## src/pkg/pdm_pkg.sv

```systemverilog
// Constants, types and helpers of the device-memory command interpreter
package pdm_pkg;
    // Command codes
    localparam logic [15:0] CMD_BATCH_RD = 16'h0401;
    localparam logic [15:0] CMD_BATCH_WR = 16'h1401;
    localparam logic [15:0] CMD_RAND_RD  = 16'h0403;
    localparam logic [15:0] CMD_MON_REG  = 16'h0802;

    // Point-count limits
    localparam logic [15:0] LIM_BIT_PRI    = 16'd3952;
    localparam logic [15:0] LIM_BIT_RD_OTH = 16'd256;
    localparam logic [15:0] LIM_BIT_WR_OTH = 16'd160;
    localparam logic [15:0] LIM_WRD_PRI    = 16'd480;
    localparam logic [15:0] LIM_BW_RD_OTH  = 16'd32;
    localparam logic [15:0] LIM_BW_WR_OTH  = 16'd10;
    localparam logic [15:0] LIM_WW_OTH     = 16'd64;
    localparam int          BIT_WORD_SHIFT = 4;

    // Register byte offsets
    localparam logic [7:0] ADDR_CTRL   = 8'h00;
    localparam logic [7:0] ADDR_CMD    = 8'h04;
    localparam logic [7:0] ADDR_HEAD   = 8'h08;
    localparam logic [7:0] ADDR_COUNT  = 8'h0c;
    localparam logic [7:0] ADDR_RCOUNT = 8'h10;
    localparam logic [7:0] ADDR_MAXDEV = 8'h14;
    localparam logic [7:0] ADDR_COND   = 8'h18;
    localparam logic [7:0] ADDR_CMPV   = 8'h1c;
    localparam logic [7:0] ADDR_STATUS = 8'h20;

    // Field positions
    localparam int CTRL_GO_BIT     = 0;
    localparam int CTRL_ASCII_BIT  = 1;
    localparam int CTRL_PRI_BIT    = 2;
    localparam int CTRL_BITDEV_BIT = 3;
    localparam int SUB_WORD_BIT    = 0;
    localparam int SUB_COND_BIT    = 6;
    localparam int COND_BIT_EN     = 0;
    localparam int COND_BIT_LVL    = 1;
    localparam int COND_WORD_EN    = 2;
    localparam int COND_STEP_EN    = 3;
    localparam int STAT_BUSY_BIT   = 0;
    localparam int STAT_DONE_BIT   = 1;
    localparam int STAT_NAK_BIT    = 2;
    localparam int STAT_CAUSE_LSB  = 4;
    localparam int STAT_PROT_BIT   = 8;
    localparam int STAT_OMON_BIT   = 9;

    // Reset value of every register
    localparam logic [31:0] REG_RST = 32'h0;

    typedef enum logic [3:0] {
        CAUSE_NONE    = 4'h0,
        CAUSE_CMD     = 4'h1,
        CAUSE_COUNT   = 4'h2,
        CAUSE_RANGE   = 4'h3,
        CAUSE_ALIGN   = 4'h4,
        CAUSE_PROTECT = 4'h5,
        CAUSE_MONBUSY = 4'h6,
        CAUSE_SUBCMD  = 4'h7
    } pdm_cause_e;

    typedef enum logic [1:0] {
        ST_IDLE  = 2'b00,
        ST_CHECK = 2'b01,
        ST_REQ   = 2'b11,
        ST_SCAN  = 2'b10
    } pdm_state_e;

    // One ASCII hex character to a nibble
    function automatic logic [3:0] hex_nib(input logic [7:0] ch);
        if (ch >= 8'h61)
            return 4'(ch - 8'h57);
        else if (ch >= 8'h41)
            return 4'(ch - 8'h37);
        else
            return ch[3:0];
    endfunction

    // Point count field: two ASCII digits (high first) or one byte
    function automatic logic [7:0] pt_count(input logic [15:0] raw, input logic ascii);
        if (ascii)
            return {hex_nib(raw[15:8]), hex_nib(raw[7:0])};
        else
            return raw[7:0];
    endfunction
endpackage

```

## src/pkg/pdm_chk_if.sv

```systemverilog
// Request-to-limit-checker carrier
`timescale 1ns/10ps
interface pdm_chk_if;
    import pdm_pkg::*;
    logic       is_wr;
    logic       is_rand;
    logic       word_unit;
    logic       bit_dev;
    logic       primary;
    logic [23:0] head;
    logic [15:0] count;
    logic [23:0] max_dev;
    pdm_cause_e  cause;

    modport req (output is_wr, is_rand, word_unit, bit_dev, primary, head, count, max_dev,
                 input cause);
    modport chk (input is_wr, is_rand, word_unit, bit_dev, primary, head, count, max_dev,
                 output cause);
endinterface

```

## src/pdm_limit_check.sv

```systemverilog
// Point-count, alignment and range checker for one request
`timescale 1ns/10ps
module pdm_limit_check import pdm_pkg::*; #(
    parameter logic [15:0] RND_MAX_PTS = 16'd192
) (
    pdm_chk_if.chk c
);
    logic [15:0] lim;
    logic [19:0] span;
    logic [25:0] last;

    // Limit by family, unit, device kind and direction
    always_comb begin
        if (c.is_rand)
            lim = RND_MAX_PTS;
        else if (!c.word_unit)
            lim = c.primary ? LIM_BIT_PRI : (c.is_wr ? LIM_BIT_WR_OTH : LIM_BIT_RD_OTH); // see RL2 RL5
        else if (c.bit_dev)
            lim = c.primary ? LIM_WRD_PRI : (c.is_wr ? LIM_BW_WR_OTH : LIM_BW_RD_OTH); // see RL3 RL6
        else
            lim = c.primary ? LIM_WRD_PRI : LIM_WW_OTH; // see RL4
    end

    // Last device touched; bit devices in words cover 16 each
    always_comb begin
        span = (c.word_unit && c.bit_dev) ? {c.count, 4'h0} : {4'h0, c.count}; // see RL7
        last = 26'(c.head) + 26'(span) - 26'd1;
    end

    // First failing check wins
    always_comb begin
        c.cause = CAUSE_NONE;
        if (c.count == 16'h0 || c.count > lim)
            c.cause = CAUSE_COUNT; // see RL21
        else if (!c.is_rand && !c.primary && c.word_unit && c.bit_dev
                 && c.head[BIT_WORD_SHIFT-1:0] != '0)
            c.cause = CAUSE_ALIGN; // see RL8
        else if (!c.is_rand && last > 26'(c.max_dev))
            c.cause = CAUSE_RANGE; // see RL7
    end
endmodule

```

## src/pdm_cmd_top.sv

```systemverilog
// Device-memory command interpreter with APB registers and CPU handshake
//
// Summary of operation
// RL1 - Decode 0401 read, 1401 write, 0403 random
// RL2 - Bit read: 1..3952 primary, else 1..256
// RL3 - Word read of bits: 1..480 or 1..32
// RL4 - Word read of words, other CPU: 1..64
// RL5 - Bit write: 1..3952 primary, else 1..160
// RL6 - Word write of bits: 1..480 or 1..10
// RL7 - Last device must not pass maximum
// RL8 - Other CPU, bits in words: head multiple 16
// RL9 - Protected primary CPU write answers NAK
// RL10 - Random read in 16/32-bit, 1/2-word units
// RL11 - Condition: bit device on or off
// RL12 - Condition: masked word value reached
// RL13 - Condition: program step executed
// RL14 - Several conditions may be combined
// RL15 - Unconditional: sample at first end-scan
// RL16 - Conditional: first end-scan meeting condition
// RL17 - Other conditional monitor present: NAK
// RL18 - Other unconditional monitor: still accept
// RL19 - No condition: subcommand must be 0000
// RL20 - Point count: two ASCII digits or byte
// RL21 - Bad count or range: NAK, no access
//
// Decided for this implementation: the APB interface to the registers and the address map.
`timescale 1ns/10ps
module pdm_cmd_top import pdm_pkg::*; #(
    parameter logic [15:0] RND_MAX_PTS = 16'd192
) (
    input  wire logic        core_clk_i,
    input  wire logic        sys_rst_i,
    input  wire logic        psel_i,
    input  wire logic        penable_i,
    input  wire logic        pwrite_i,
    input  wire logic [7:0]  paddr_i,
    input  wire logic [31:0] pwdata_i,
    output logic      [31:0] prdata_o,
    output logic             pready_o,
    output logic             pslverr_o,
    input  wire logic        system_protect_switch_i,
    input  wire logic        other_cond_mon_i,
    input  wire logic        cpu_ack_i,
    input  wire logic        cpu_end_scan_i,
    input  wire logic        cpu_cond_bit_i,
    input  wire logic        cpu_step_hit_i,
    input  wire logic [15:0] cpu_word_val_i,
    output logic             cpu_req_o,
    output logic             cpu_wr_o,
    output logic             cpu_cond_o,
    output logic             cpu_sample_o,
    output logic             rsp_ack_o,
    output logic             rsp_nak_o
);
    localparam int SW = 22;

    logic [SW-1:0] sync_a;
    logic [SW-1:0] sync_b;
    logic          end_dly;
    logic          s_protect;
    logic          s_other;
    logic          s_ack;
    logic          s_end;
    logic          s_bit;
    logic          s_step;
    logic [15:0]   s_word;
    logic          end_rise;

    // Pins pass two flops before use
    always_ff @(posedge core_clk_i or posedge sys_rst_i) begin
        if (sys_rst_i) begin
            sync_a  <= '0;
            sync_b  <= '0;
            end_dly <= 1'b0;
        end else begin
            sync_a  <= {cpu_word_val_i, cpu_step_hit_i, cpu_cond_bit_i,
                        cpu_end_scan_i, cpu_ack_i, other_cond_mon_i,
                        system_protect_switch_i};
            sync_b  <= sync_a;
            end_dly <= sync_b[3];
        end
    end

    // Named views of the synchronised pins
    assign s_protect = sync_b[0];
    assign s_other   = sync_b[1];
    assign s_ack     = sync_b[2];
    assign s_end     = sync_b[3];
    assign s_bit     = sync_b[4];
    assign s_step    = sync_b[5];
    assign s_word    = sync_b[SW-1:6];
    assign end_rise  = s_end && !end_dly;

    // Software-visible request registers
    logic [3:1]  ctrl;
    logic [15:0] cmd_code;
    logic [15:0] sub_code;
    logic [23:0] head;
    logic [15:0] count;
    logic [31:0] rcount;
    logic [23:0] max_dev;
    logic [3:0]  cond;
    logic [31:0] cmpv;
    logic [3:1]  next_ctrl;
    logic [15:0] next_cmd_code;
    logic [15:0] next_sub_code;
    logic [23:0] next_head;
    logic [15:0] next_count;
    logic [31:0] next_rcount;
    logic [23:0] next_max_dev;
    logic [3:0]  next_cond;
    logic [31:0] next_cmpv;
    logic [31:0] next_prdata;
    logic        next_pready;
    logic        next_pslverr;
    logic        acc;
    logic        wr_acc;
    logic        go;
    logic        clr_done;
    logic        clr_nak;
    logic        hit;
    logic [31:0] rd_val;

    // FSM state declared early for the status read
    pdm_state_e  state;
    pdm_cause_e  cause;
    logic        done;
    logic        nak;

    // One wait state: access completes on the edge with pready high
    assign acc      = psel_i && penable_i && pready_o;
    assign wr_acc   = acc && pwrite_i;
    assign go       = wr_acc && paddr_i == ADDR_CTRL && pwdata_i[CTRL_GO_BIT]
                      && state == ST_IDLE;
    assign clr_done = wr_acc && paddr_i == ADDR_STATUS && pwdata_i[STAT_DONE_BIT];
    assign clr_nak  = wr_acc && paddr_i == ADDR_STATUS && pwdata_i[STAT_NAK_BIT];

    // Read mux and address decode
    always_comb begin
        hit    = 1'b1;
        rd_val = REG_RST;
        unique case (paddr_i)
            ADDR_CTRL:   rd_val[3:1] = ctrl;
            ADDR_CMD:    rd_val = {sub_code, cmd_code};
            ADDR_HEAD:   rd_val[23:0] = head;
            ADDR_COUNT:  rd_val[15:0] = count;
            ADDR_RCOUNT: rd_val = rcount;
            ADDR_MAXDEV: rd_val[23:0] = max_dev;
            ADDR_COND:   rd_val[3:0] = cond;
            ADDR_CMPV:   rd_val = cmpv;
            ADDR_STATUS: begin
                rd_val[STAT_BUSY_BIT] = state != ST_IDLE;
                rd_val[STAT_DONE_BIT] = done;
                rd_val[STAT_NAK_BIT]  = nak;
                rd_val[STAT_CAUSE_LSB +: 4] = cause;
                rd_val[STAT_PROT_BIT] = s_protect;
                rd_val[STAT_OMON_BIT] = s_other;
            end
            default:     hit = 1'b0;
        endcase
    end

    // Register writes and APB answer
    always_comb begin
        next_ctrl     = ctrl;
        next_cmd_code = cmd_code;
        next_sub_code = sub_code;
        next_head     = head;
        next_count    = count;
        next_rcount   = rcount;
        next_max_dev  = max_dev;
        next_cond     = cond;
        next_cmpv     = cmpv;
        next_pready   = psel_i && penable_i && !pready_o;
        next_prdata   = (next_pready && !pwrite_i && hit) ? rd_val : REG_RST;
        next_pslverr  = next_pready && !hit;
        if (wr_acc && state == ST_IDLE) begin
            unique case (paddr_i)
                ADDR_CTRL:   next_ctrl     = pwdata_i[3:1];
                ADDR_CMD:    {next_sub_code, next_cmd_code} = pwdata_i;
                ADDR_HEAD:   next_head     = pwdata_i[23:0];
                ADDR_COUNT:  next_count    = pwdata_i[15:0];
                ADDR_RCOUNT: next_rcount   = pwdata_i;
                ADDR_MAXDEV: next_max_dev  = pwdata_i[23:0];
                ADDR_COND:   next_cond     = pwdata_i[3:0];
                ADDR_CMPV:   next_cmpv     = pwdata_i;
                default:     next_ctrl     = ctrl;
            endcase
        end
    end

    // Register file flops
    always_ff @(posedge core_clk_i or posedge sys_rst_i) begin
        if (sys_rst_i) begin
            ctrl      <= '0;
            cmd_code  <= '0;
            sub_code  <= '0;
            head      <= '0;
            count     <= '0;
            rcount    <= REG_RST;
            max_dev   <= '0;
            cond      <= '0;
            cmpv      <= REG_RST;
            prdata_o  <= REG_RST;
            pready_o  <= 1'b0;
            pslverr_o <= 1'b0;
        end else begin
            ctrl      <= next_ctrl;
            cmd_code  <= next_cmd_code;
            sub_code  <= next_sub_code;
            head      <= next_head;
            count     <= next_count;
            rcount    <= next_rcount;
            max_dev   <= next_max_dev;
            cond      <= next_cond;
            cmpv      <= next_cmpv;
            prdata_o  <= next_prdata;
            pready_o  <= next_pready;
            pslverr_o <= next_pslverr;
        end
    end

    // Command decode
    logic       is_rd;
    logic       is_wr;
    logic       is_rand;
    logic       is_mon;
    logic       known;
    logic       want_cond;
    logic [8:0] rnd_total;

    assign is_rd     = cmd_code == CMD_BATCH_RD; // see RL1
    assign is_wr     = cmd_code == CMD_BATCH_WR; // see RL1
    assign is_rand   = cmd_code == CMD_RAND_RD;  // see RL1
    assign is_mon    = is_rand || cmd_code == CMD_MON_REG;
    assign known     = is_rd || is_wr || is_mon;
    assign want_cond = is_mon && sub_code[SUB_COND_BIT];
    // Word and double-word counts, ASCII or binary
    assign rnd_total = 9'(pt_count(rcount[15:0], ctrl[CTRL_ASCII_BIT]))
                     + 9'(pt_count(rcount[31:16], ctrl[CTRL_ASCII_BIT])); // see RL20 RL10

    // Limit checker hookup
    pdm_chk_if chk ();
    assign chk.is_wr     = is_wr;
    assign chk.is_rand   = is_mon;
    assign chk.word_unit = sub_code[SUB_WORD_BIT];
    assign chk.bit_dev   = ctrl[CTRL_BITDEV_BIT];
    assign chk.primary   = ctrl[CTRL_PRI_BIT];
    assign chk.head      = head;
    assign chk.count     = is_mon ? 16'(rnd_total) : count;
    assign chk.max_dev   = max_dev;

    pdm_limit_check #(
        .RND_MAX_PTS (RND_MAX_PTS)
    ) u_limit (
        .c (chk)
    );

    // Combined monitoring condition, all enabled terms must hold
    logic cond_ok;
    assign cond_ok = (!cond[COND_BIT_EN] || s_bit == cond[COND_BIT_LVL]) // see RL11
        && (!cond[COND_WORD_EN] || ((s_word ^ cmpv[15:0]) & cmpv[31:16]) == 16'h0) // see RL12
        && (!cond[COND_STEP_EN] || s_step) // see RL13
        && cond != 4'h0; // see RL14

    // Refusal cause in priority order
    pdm_cause_e verdict;
    always_comb begin
        verdict = chk.cause;
        if (!known)
            verdict = CAUSE_CMD; // see RL1
        else if (is_mon && s_other)
            verdict = CAUSE_MONBUSY; // see RL17 RL18
        else if (is_wr && ctrl[CTRL_PRI_BIT] && s_protect)
            verdict = CAUSE_PROTECT; // see RL9
        else if (is_mon && !sub_code[SUB_COND_BIT] && sub_code != 16'h0)
            verdict = CAUSE_SUBCMD; // see RL19
        else if (want_cond && cond == 4'h0)
            verdict = CAUSE_SUBCMD;
    end

    // Sequencer next values
    pdm_state_e next_state;
    pdm_cause_e next_cause;
    logic next_done;
    logic next_nak;
    logic next_req;
    logic next_wr;
    logic next_cnd;
    logic next_sample;
    logic next_ack;
    logic next_rnak;

    always_comb begin
        next_state  = state;
        next_cause  = cause;
        next_done   = done && !clr_done;
        next_nak    = nak && !clr_nak;
        next_req    = cpu_req_o;
        next_wr     = cpu_wr_o;
        next_cnd    = cpu_cond_o;
        next_sample = 1'b0;
        next_ack    = 1'b0;
        next_rnak   = 1'b0;
        unique case (state)
            ST_IDLE: begin
                if (go)
                    next_state = ST_CHECK;
            end
            ST_CHECK: begin
                next_cause = verdict;
                if (verdict != CAUSE_NONE) begin
                    next_nak   = 1'b1; // see RL21
                    next_rnak  = 1'b1;
                    next_state = ST_IDLE;
                end else begin
                    next_req   = 1'b1;
                    next_wr    = is_wr;
                    next_cnd   = want_cond;
                    next_state = ST_REQ;
                end
            end
            ST_REQ: begin
                if (s_ack) begin
                    next_req   = 1'b0;
                    next_state = ST_SCAN;
                end
            end
            ST_SCAN: begin
                if (end_rise && (!cpu_cond_o || cond_ok)) begin // see RL15 RL16
                    next_sample = 1'b1;
                    next_ack    = 1'b1;
                    next_done   = 1'b1;
                    next_cnd    = 1'b0;
                    next_wr     = 1'b0;
                    next_state  = ST_IDLE;
                end
            end
        endcase
    end

    // Sequencer flops
    always_ff @(posedge core_clk_i or posedge sys_rst_i) begin
        if (sys_rst_i) begin
            state        <= ST_IDLE;
            cause        <= CAUSE_NONE;
            done         <= 1'b0;
            nak          <= 1'b0;
            cpu_req_o    <= 1'b0;
            cpu_wr_o     <= 1'b0;
            cpu_cond_o   <= 1'b0;
            cpu_sample_o <= 1'b0;
            rsp_ack_o    <= 1'b0;
            rsp_nak_o    <= 1'b0;
        end else begin
            state        <= next_state;
            cause        <= next_cause;
            done         <= next_done;
            nak          <= next_nak;
            cpu_req_o    <= next_req;
            cpu_wr_o     <= next_wr;
            cpu_cond_o   <= next_cnd;
            cpu_sample_o <= next_sample;
            rsp_ack_o    <= next_ack;
            rsp_nak_o    <= next_rnak;
        end
    end
endmodule

```

## config.mk

```make
export PLATFORM = sky130hd
export DESIGN_NAME = pdm_cmd_top
export DESIGN_NICKNAME = d
export VERILOG_FILES = /design/src/pkg/pdm_pkg.sv /design/src/pkg/pdm_chk_if.sv /design/src/pdm_limit_check.sv /design/src/pdm_cmd_top.sv
export SDC_FILE = /design/constraint.sdc
export NUM_CORES = 1
export LEC_CHECK = 0
export ABC_AREA = 1
export BUFFER_PORTS_ARGS = -buffer_cell sky130_fd_sc_hd__buf_2
export CORE_MARGIN = 4
export CORE_UTILIZATION = 48
export DETAILED_ROUTE_END_ITERATION = 16
export GPL_ROUTABILITY_DRIVEN = 1
export MAX_ROUTING_LAYER = met4
export PLACE_DENSITY = 0.72
export SYNTH_ARGS = -nofsm -noshare
export SYNTH_HDL_FRONTEND = slang
export SYNTH_HIERARCHICAL = 1
export SYNTH_SLANG_ARGS = --single-unit
```

## constraint.sdc

```tcl
create_clock -name core_clk_i -period 8.2 [get_ports core_clk_i]
set_input_delay 1.23 -clock core_clk_i [delete_from_list [all_inputs] [get_ports core_clk_i]]
set_output_delay 1.23 -clock core_clk_i [all_outputs]
set_load 0.01 [all_outputs]
```

Yosys cells after proc, flatten, opt, wreduce, memory -nomap -nowiden
Cells that the tools add are included.

$add $sub $neg: 11. Magnitude comparators: 10. Equal/unequal tests: 20. Mux-type cells: 58. Bitwise gates (word level): 2. Reduce and logical (&&, ||, !) cells: 79.

Operators with widths (number): $mux W16 (6); $ge A8 B7 Y1 const B (8); $mux W4 (15); $pmux W6 S7 (1); $pmux W8 S5 (1); $pmux W6 S6 (1); $logic_and A1 B1 Y1 (34); $eq A16 B11 Y1 const B (2); $eq A8 B5 Y1 const B (4); $logic_not A16 Y1 (2); $mux W32 (1); $sub A4 B3 Y4 const B (8); $gt A26 B24 Y1 (1); $sub A26 B1 Y26 const B (1); $add A24 B20 Y25 (1); $pmux W8 S3 (1); $mux W20 (1); $mux W9 (2); $pmux W2 S9 (1); $and A16 B16 Y16 (1); $eq A16 B12 Y1 const B (1); $eq A16 B13 Y1 const B (1); $eq A8 B4 Y1 const B (2); $gt A16 B16 Y1 (1); other kinds (26) (83).

Bits in registers: 259. Input bits: 67. Output and inout port bits: 40.

Depth between registers and ports, before layout
Depth in word-level cells: 22. Gate-level depth with buffers: 58. Gate-level depth less buffers: 58.

Modules after synthesis
The synthesis kept the hierarchy.

By module, submodules not included: pdm_cmd_top (times used 1, cells an instance 1347, area an instance 11701.2 µm², sequential area each 6481.2 µm²); pdm_limit_check (times used 1, cells an instance 522, area an instance 3025.4 µm², sequential area each 0.0 µm²).

Worst setup path before layout
No wires, ideal clock.

Kind: register to register. Start: register rcount[1]. End: register cpu_req_o. Arrival: 5999 ps. Required time: 8082 ps. Path slack: 2083 ps. Stages on the path, launching flop included: 51. Clock period less this slack: 6117 ps. Path through: dfrtp_1 > inv_1 > ha_1 > nor4_1 > nand3_1 > nand2_1 > a21oi_1 > xor2_1 > ha_1 > fa_1 > nand3_1 > nand3_1 > nand2_1 > nand2_1 > a21oi_1 > xor2_1 > o21ai_0 > inv_1 > (+15 left out) > a21oi_1 > nand2_1 > nand2_1 > nand2_1 > nand2_1 > nand2_1 > nand2_1 > nand2_1 > nand2_1 > nand2_1 > inv_1 > nand3_1 > a21oi_1 > nand3_1 > nand2_2 > nand2_1 > nand2_1 > nand2_1.

Word-level cells in the longest chain between the ends: 22. Elaborated cells between the ends (all ways): 28. Those cells by class: add/sub: 5; order compare: 4; eq/ne: 1; mux: 13; reduce/logical: 5.

Ends and longest elaborated chain: start: declaration (line pdm_cmd_top.sv:100) `logic [31:0] rcount;`; start signal: assignment (line pdm_cmd_top.sv:213) `rcount <= next_rcount;`; $ge A8 B7 Y1 / $sub A4 B3 Y4 (equally long branches) (line pdm_pkg.sv:73, pdm_pkg.sv:72, pdm_pkg.sv:74); $mux W4 (line pdm_pkg.sv:73) `else if (ch >= 8'h41)`; $mux W4 (line pdm_pkg.sv:71) `if (ch >= 8'h61)`; $mux W8 * (line pdm_pkg.sv:81) `if (ascii)`; $add A8 B8 Y9 * (line pdm_cmd_top.sv:240) `+ 9'(pt_count(rcount[31:16], ctrl[CTRL_ASCII_BIT]));`; $mux W16 * (line pdm_cmd_top.sv:250) `assign chk.count = is_mon ? 16'(rnd_total) : count;`; via chk.count[6] (line pdm_chk_if.sv:11) `logic [15:0] count;`; $mux W20 (line pdm_limit_check.sv:26) `span = (c.word_unit && c.bit_dev) ? {c.count, 4'h0} : {4'h0, c.count};`; (+7 left out); via chk.cause[1] (line pdm_chk_if.sv:13) `pdm_cause_e cause;`; $mux W4 * (line pdm_cmd_top.sv:278) `else if (want_cond && cond == 4'h0)`; $mux W4 * (line pdm_cmd_top.sv:276) `else if (is_mon && !sub_code[SUB_COND_BIT] && sub_code != 16'h0)`; $mux W4 * (line pdm_cmd_top.sv:274) `else if (is_wr && ctrl[CTRL_PRI_BIT] && s_protect)`; $mux W4 * (line pdm_cmd_top.sv:272) `else if (is_mon && s_other)`; $mux W4 * (line pdm_cmd_top.sv:270) `if (!known)`; $reduce_bool A4 Y1 * (line pdm_cmd_top.sv:312) `if (verdict != CAUSE_NONE) begin`; $ne A2 B2 Y1 (no source line) *; $reduce_and A3 Y1 (no source line) *; end signal: assignment (line pdm_cmd_top.sv:360) `cpu_req_o <= next_req;`; end: declaration (line pdm_cmd_top.sv:48) `output logic cpu_req_o,`.

Mark *: on every way through the listed nets, which the timed path passes. The rest lies on a longest branch. A chain may end at the register's enable or synchronous reset.

Final worst setup path
Start: register ctrl[1] in the netlist's numbering. End: register cpu_wr_o.

Word-level cells in the longest chain between the ends: 19. Elaborated cells between the ends (all ways): 23. Those cells by class: add/sub: 3; order compare: 2; eq/ne: 1; mux: 12; reduce/logical: 5.

Ends and longest elaborated chain: start: declaration (line pdm_cmd_top.sv:95) `logic [3:1] ctrl;`; start signal: assignment (line pdm_cmd_top.sv:208) `ctrl <= next_ctrl;`; $mux W8 (line pdm_pkg.sv:81); $add A8 B8 Y9 * (line pdm_cmd_top.sv:240); $mux W16 * (line pdm_cmd_top.sv:250); via chk.count[7] (line pdm_chk_if.sv:11); $mux W20 (line pdm_limit_check.sv:26); $add A24 B20 Y25 (line pdm_limit_check.sv:27) `last = 26'(c.head) + 26'(span) - 26'd1;`; $sub A26 B1 Y26 (line pdm_limit_check.sv:27); $gt A26 B24 Y1 (line pdm_limit_check.sv:38) `else if (!c.is_rand && last > 26'(c.max_dev))`; (+4 left out); via chk.cause[0] (line pdm_chk_if.sv:13); $mux W4 * (line pdm_cmd_top.sv:278); $mux W4 * (line pdm_cmd_top.sv:276); $mux W4 * (line pdm_cmd_top.sv:274); $mux W4 * (line pdm_cmd_top.sv:272); $mux W4 * (line pdm_cmd_top.sv:270); $reduce_bool A4 Y1 * (line pdm_cmd_top.sv:312); $ne A2 B2 Y1 (no source line) *; $reduce_and A3 Y1 (no source line) *; end signal: assignment (line pdm_cmd_top.sv:361) `cpu_wr_o <= next_wr;`; end: declaration (line pdm_cmd_top.sv:49) `output logic cpu_wr_o,`.

Marks and branches as above.

==> results <==
- The type of destination of the critical path is a flip-flop.
- The global placement routability congestion is 1.016.
- Data arrives at the worst endpoint at 7920 ps.
- By area the synthesized netlist is led by dfrtp_1 44%, nand2_1 12%, ha_1 8.4%.
- The tool flagged a number of max-cap violations equal to 0.
- The most frequently used flop master after synthesis is dfrtp_1.
- Using the TritonRoute via totals, the vias-per-cell ratio works out to 5.539.
- The leftover overflow at the end of global routing is 0.
- The initial antenna violation count was 0.
- CTS built an H-tree with a depth of 1.
- Buffers placed on the I/O ports in this run total 106.
- The worst hold path was traced through 0 stages.
- The synthesized net count is 2037.
- Fill cells in the final layout number 2813.
- The final layout contains 2128 nets.
- For the pin with the worst max-slew slack, the measured transition is 1115 ps.
- The largest single stage delay on the critical path is 570 ps.
- The die outline width is 183.2 um.
- The total global routing track utilization is 0.2668.
- The fraction of post-synthesis cell area in the top cell type by area is 0.4401.
- Of all nets on the critical path, the largest fanout is 11.
- The initial core utilization is 0.4916.
- The met1 usage is 0.3669.
- The number of antenna cells inserted is 0.
- In the final layout, the share of cells above drive strength 1 is 0.1053.
- After detailed placement, the total cell area comes to 0.01560 mm2.
- Power spread over the standard cell area amounts to 165.2 mW/mm2.
- TritonCTS built the clock tree.
- The number of hold-slack violations in the final timing report was 0.
- The Yosys step of the flow raised 6 warnings.
- The die covers 0.03355 mm2.
- Across the VDD grid, the largest voltage drop is 0.0001952 V.
- The final non-filler cell area is 0.01646 mm2.
- The number of global-route vias before repair came to 12679.
- The cell type with the largest total area after synthesis is dfrtp_1.
- The count of unique library cells instantiated by Yosys is 53.
- In the final routed layout, each cell accounts on average for 18.58 um.
- Across all layers, the routed design uses 13106 vias.
- The smallest clock period supported by the final layout is computed as 7509 ps.
- The worst setup path category is flip-flop to flip-flop.
- The flow ran to the end, and the final reports show no timing, DRC or antenna violations.
- Setup repair after global routing left no endpoint under its margin.
- The setup-violating endpoint count in the final report is 0.
- The slowest stage of the critical path belongs to the cell dfrtp_1.
- The worst endpoint required time is 8610 ps.
- The static leakage is 0.008120 uW.
- The met3 demand-to-capacity share in global routing is 0.03749.
- The clock reaches the later pin of the worst-skew pair after 530 ps.
- The clock net sink count is 259.
- The share of synthesized area occupied by flip-flops and latches is 0.4401.
- The area growth from synthesis to final layout is 11.78%.
- The number of design rule violations left after detail routing is 0.
- The cell that appears most often on the critical path is nand2_1.
- After technology mapping, the gate count stands at 1869.
- For the final database, setup skew stands at 15.33 ps.
- Summed over all failing endpoints, the final setup total negative slack is 0 ps.
- The number of cells on the worst reg-to-reg path is 48.
- The die is 183.2 um tall.
- During I/O placement, the number of pins put on the boundary was 107.
- The number of enable flip-flop cells after synthesis is 0.
- The min-delay analysis places its worst path in the category flip-flop to flip-flop.
- The post-synthesis async set-or-reset flop share is 1.000.
- Counting the buffers created by CTS gives 25.
- The final cell utilization of the core is 0.5496.
- The global routing usage on met2 is 0.4145.
- The half-perimeter wire length after detailed placement is 33790 um.
- The detailed-routing iteration count for the pre-antenna-repair pass is 5.
- The hold-fix buffer count after cts is 0.
- The maximum frequency from static timing analysis is 133.2 MHz.
- The combined area of all synthesized cells is 0.01473 mm2.
- The tree is rooted in a clkbuf_16.
- The area of the core is 0.02995 mm2.
- The wire length of the first global-routing pass is 69140 um.
- The overall power of the completed layout is 2719 uW.
- Entering global routing, the biggest net connects 137 pins.
- The layer carrying the most global-route usage is met2.
- For this block, the routed nets add up to 43960 um of wire.
- The relative slew slack is 0.2567.
- The maximum buffer depth of the clock tree is 3.
- The number of DRC markers in iteration 0 is 1304.
- The kind of launch point of the worst setup path is a flip-flop.
- A synthesized cell averages 7.879 um2.
- The number of nets still failing antenna checks after routing is 0.
- Dividing the final minimum period by the clock period gives 0.9157.
- The cell row count is 63.
- The clock edge transition at the registers on the reported setup and hold paths is 60 ps.
- In this run, synthesis produced a sequential element count of 259.
- The count of pins over their slew limit came to 0.
-- cell usage in the layout, fill, tap and decap left out, drive strengths merged --
master,netlist,final
o221ai,5,5
ha,99,99
xor2,28,28
dfrtp,259,259
inv,308,308
a21boi,3,3
clkinvlp,0,3
nor2,119,119
nand4,19,19
a31o,1,1
xnor2,5,5
nand3,62,62
buf,19,113
o41ai,2,2
nand3b,3,3
o21ai,237,237
a221oi,28,28
clkbuf,30,31
a41oi,4,4
a31oi,7,7
or2,5,5
o2111ai,1,1
a21oi,74,74
o22ai,11,11
o32ai,1,1
a22o,6,6
o31ai,4,4
conb,1,1
nor3,15,15
o211ai,1,1
bufinv,0,5
nor4,9,9
fa,2,2
nand2,490,490
a22oi,1,1
nor4b,1,1
clkinv,2,6
o21bai,3,3
a211oi,4,4
-- sequential cells by signal (all words and copies together) (netlist names), 2 cells and up --
name / count
count: 16
prdata_o: 32
sync_b: 22
chk.head: 24
sync_a: 22
ctrl: 3
rcount: 32
chk.max_dev: 24
cause: 4
cond: 4
cmd_code: 16
sub_code: 16
cmpv: 32
state: 2
-- layer usage --
| layer | routed length (um) | vias to the layer above |
|---|---|---|
| met5 | 0 | - |
| met4 | 1497 | 0 |
| met3 | 3281 | 86 |
| met2 | 19980 | 568 |
| met1 | 19190 | 6207 |
| li1 | - | 6245 |
-- critical path, delay by kind of cell, from the launching register on --
family / cells / cell delay [ps]
AOI/OAI and AO/OA: 8 / 1370
xor gates and xnor gates: 1 / 210
adders and majority gates: 4 / 1250
buffers and inverters: 5 / 630
DFF: 1 / 570
and+or+nand+nor: 30 / 3340
-- what timing repair did --
action / CTS / global route
setup buffers: 0 / 0
endpoints found under the setup margin: 0 / 7
gates resized for setup: 0 / 3
-- worst paths after layout --
path	startpoint	end	slack (ps)
worst min-delay path	sync_a[8]$_DFF_PP0_	sync_b[8]$_DFF_PP0_	350
max in group asynchronous	sys_rst_i	count[13]$_DFFE_PP0P_	5980
worst min register to register	sync_a[8]$_DFF_PP0_	sync_b[8]$_DFF_PP0_	350
worst max-delay path	ctrl[1]$_DFFE_PP0P_	cpu_wr_o$_DFFE_PP0P_	690
min in group asynchronous	sys_rst_i	sub_code[11]$_DFFE_PP0P_	870
worst max register to register	ctrl[1]$_DFFE_PP0P_	cpu_wr_o$_DFFE_PP0P_	690
-- Yosys cell counts, types with 19 or more instances --
library cell  number
a21oi_1           71
a221oi_1          28
clkbuf_1          30
dfrtp_1          259
ha_1              99
inv_1            299
nand2_1          479
nand3_1           57
nand4_1           19
nor2_1           109
o21ai_0          228
xor2_1            28
-- per-stage QoR --
| stage | hold WS, ps | setup slack [ps] | instances |
|---|---|---|---|
| finish | 347.8 | 691.2 | 2366 |
| detailed placement | 334.7 | 525.3 | 2323 |
| global placement | 331.7 | 603.5 | 2323 |
| floorplan | 331.2 | 2083 | 1869 |
| CTS | 348.6 | 492.0 | 2366 |
| global route | 352.6 | 17.97 | 2366 |
-- power breakdown --
part,internal [uW],switching (uW)
Sequential,1300,12.4
Clock,726,486
Combinational,60.3,135
Total,2090,633
-- area by class of cell --
class	instances	area, um2	area share
tap	390	488.0	0.02964
inverter	310	1167	0.07091
sequential	259	6481	0.3937
timing repair buffer	113	595.6	0.03618
multi-input combinational	1251	6878	0.4178
clock inverter	12	193.9	0.01178
clock buffer	31	658.1	0.03998
-- cell families (layout without fill, tap and decap cells) --
kind of cell / after synthesis / count (layout) / share of synthesized area
AND/OR/NAND/NOR: 723 / 723 / 0.2064
other: 1 / 1 / 0.0002546
XOR/XNOR: 33 / 33 / 0.01963
AO/OA/AOI/OAI: 393 / 393 / 0.1533
adder cells (fa/ha/maj): 101 / 101 / 0.08683
buffers and inverters: 359 / 466 / 0.09354
flip-flops: 259 / 259 / 0.4401
Note: power is estimated with default switching activity, not from simulation.
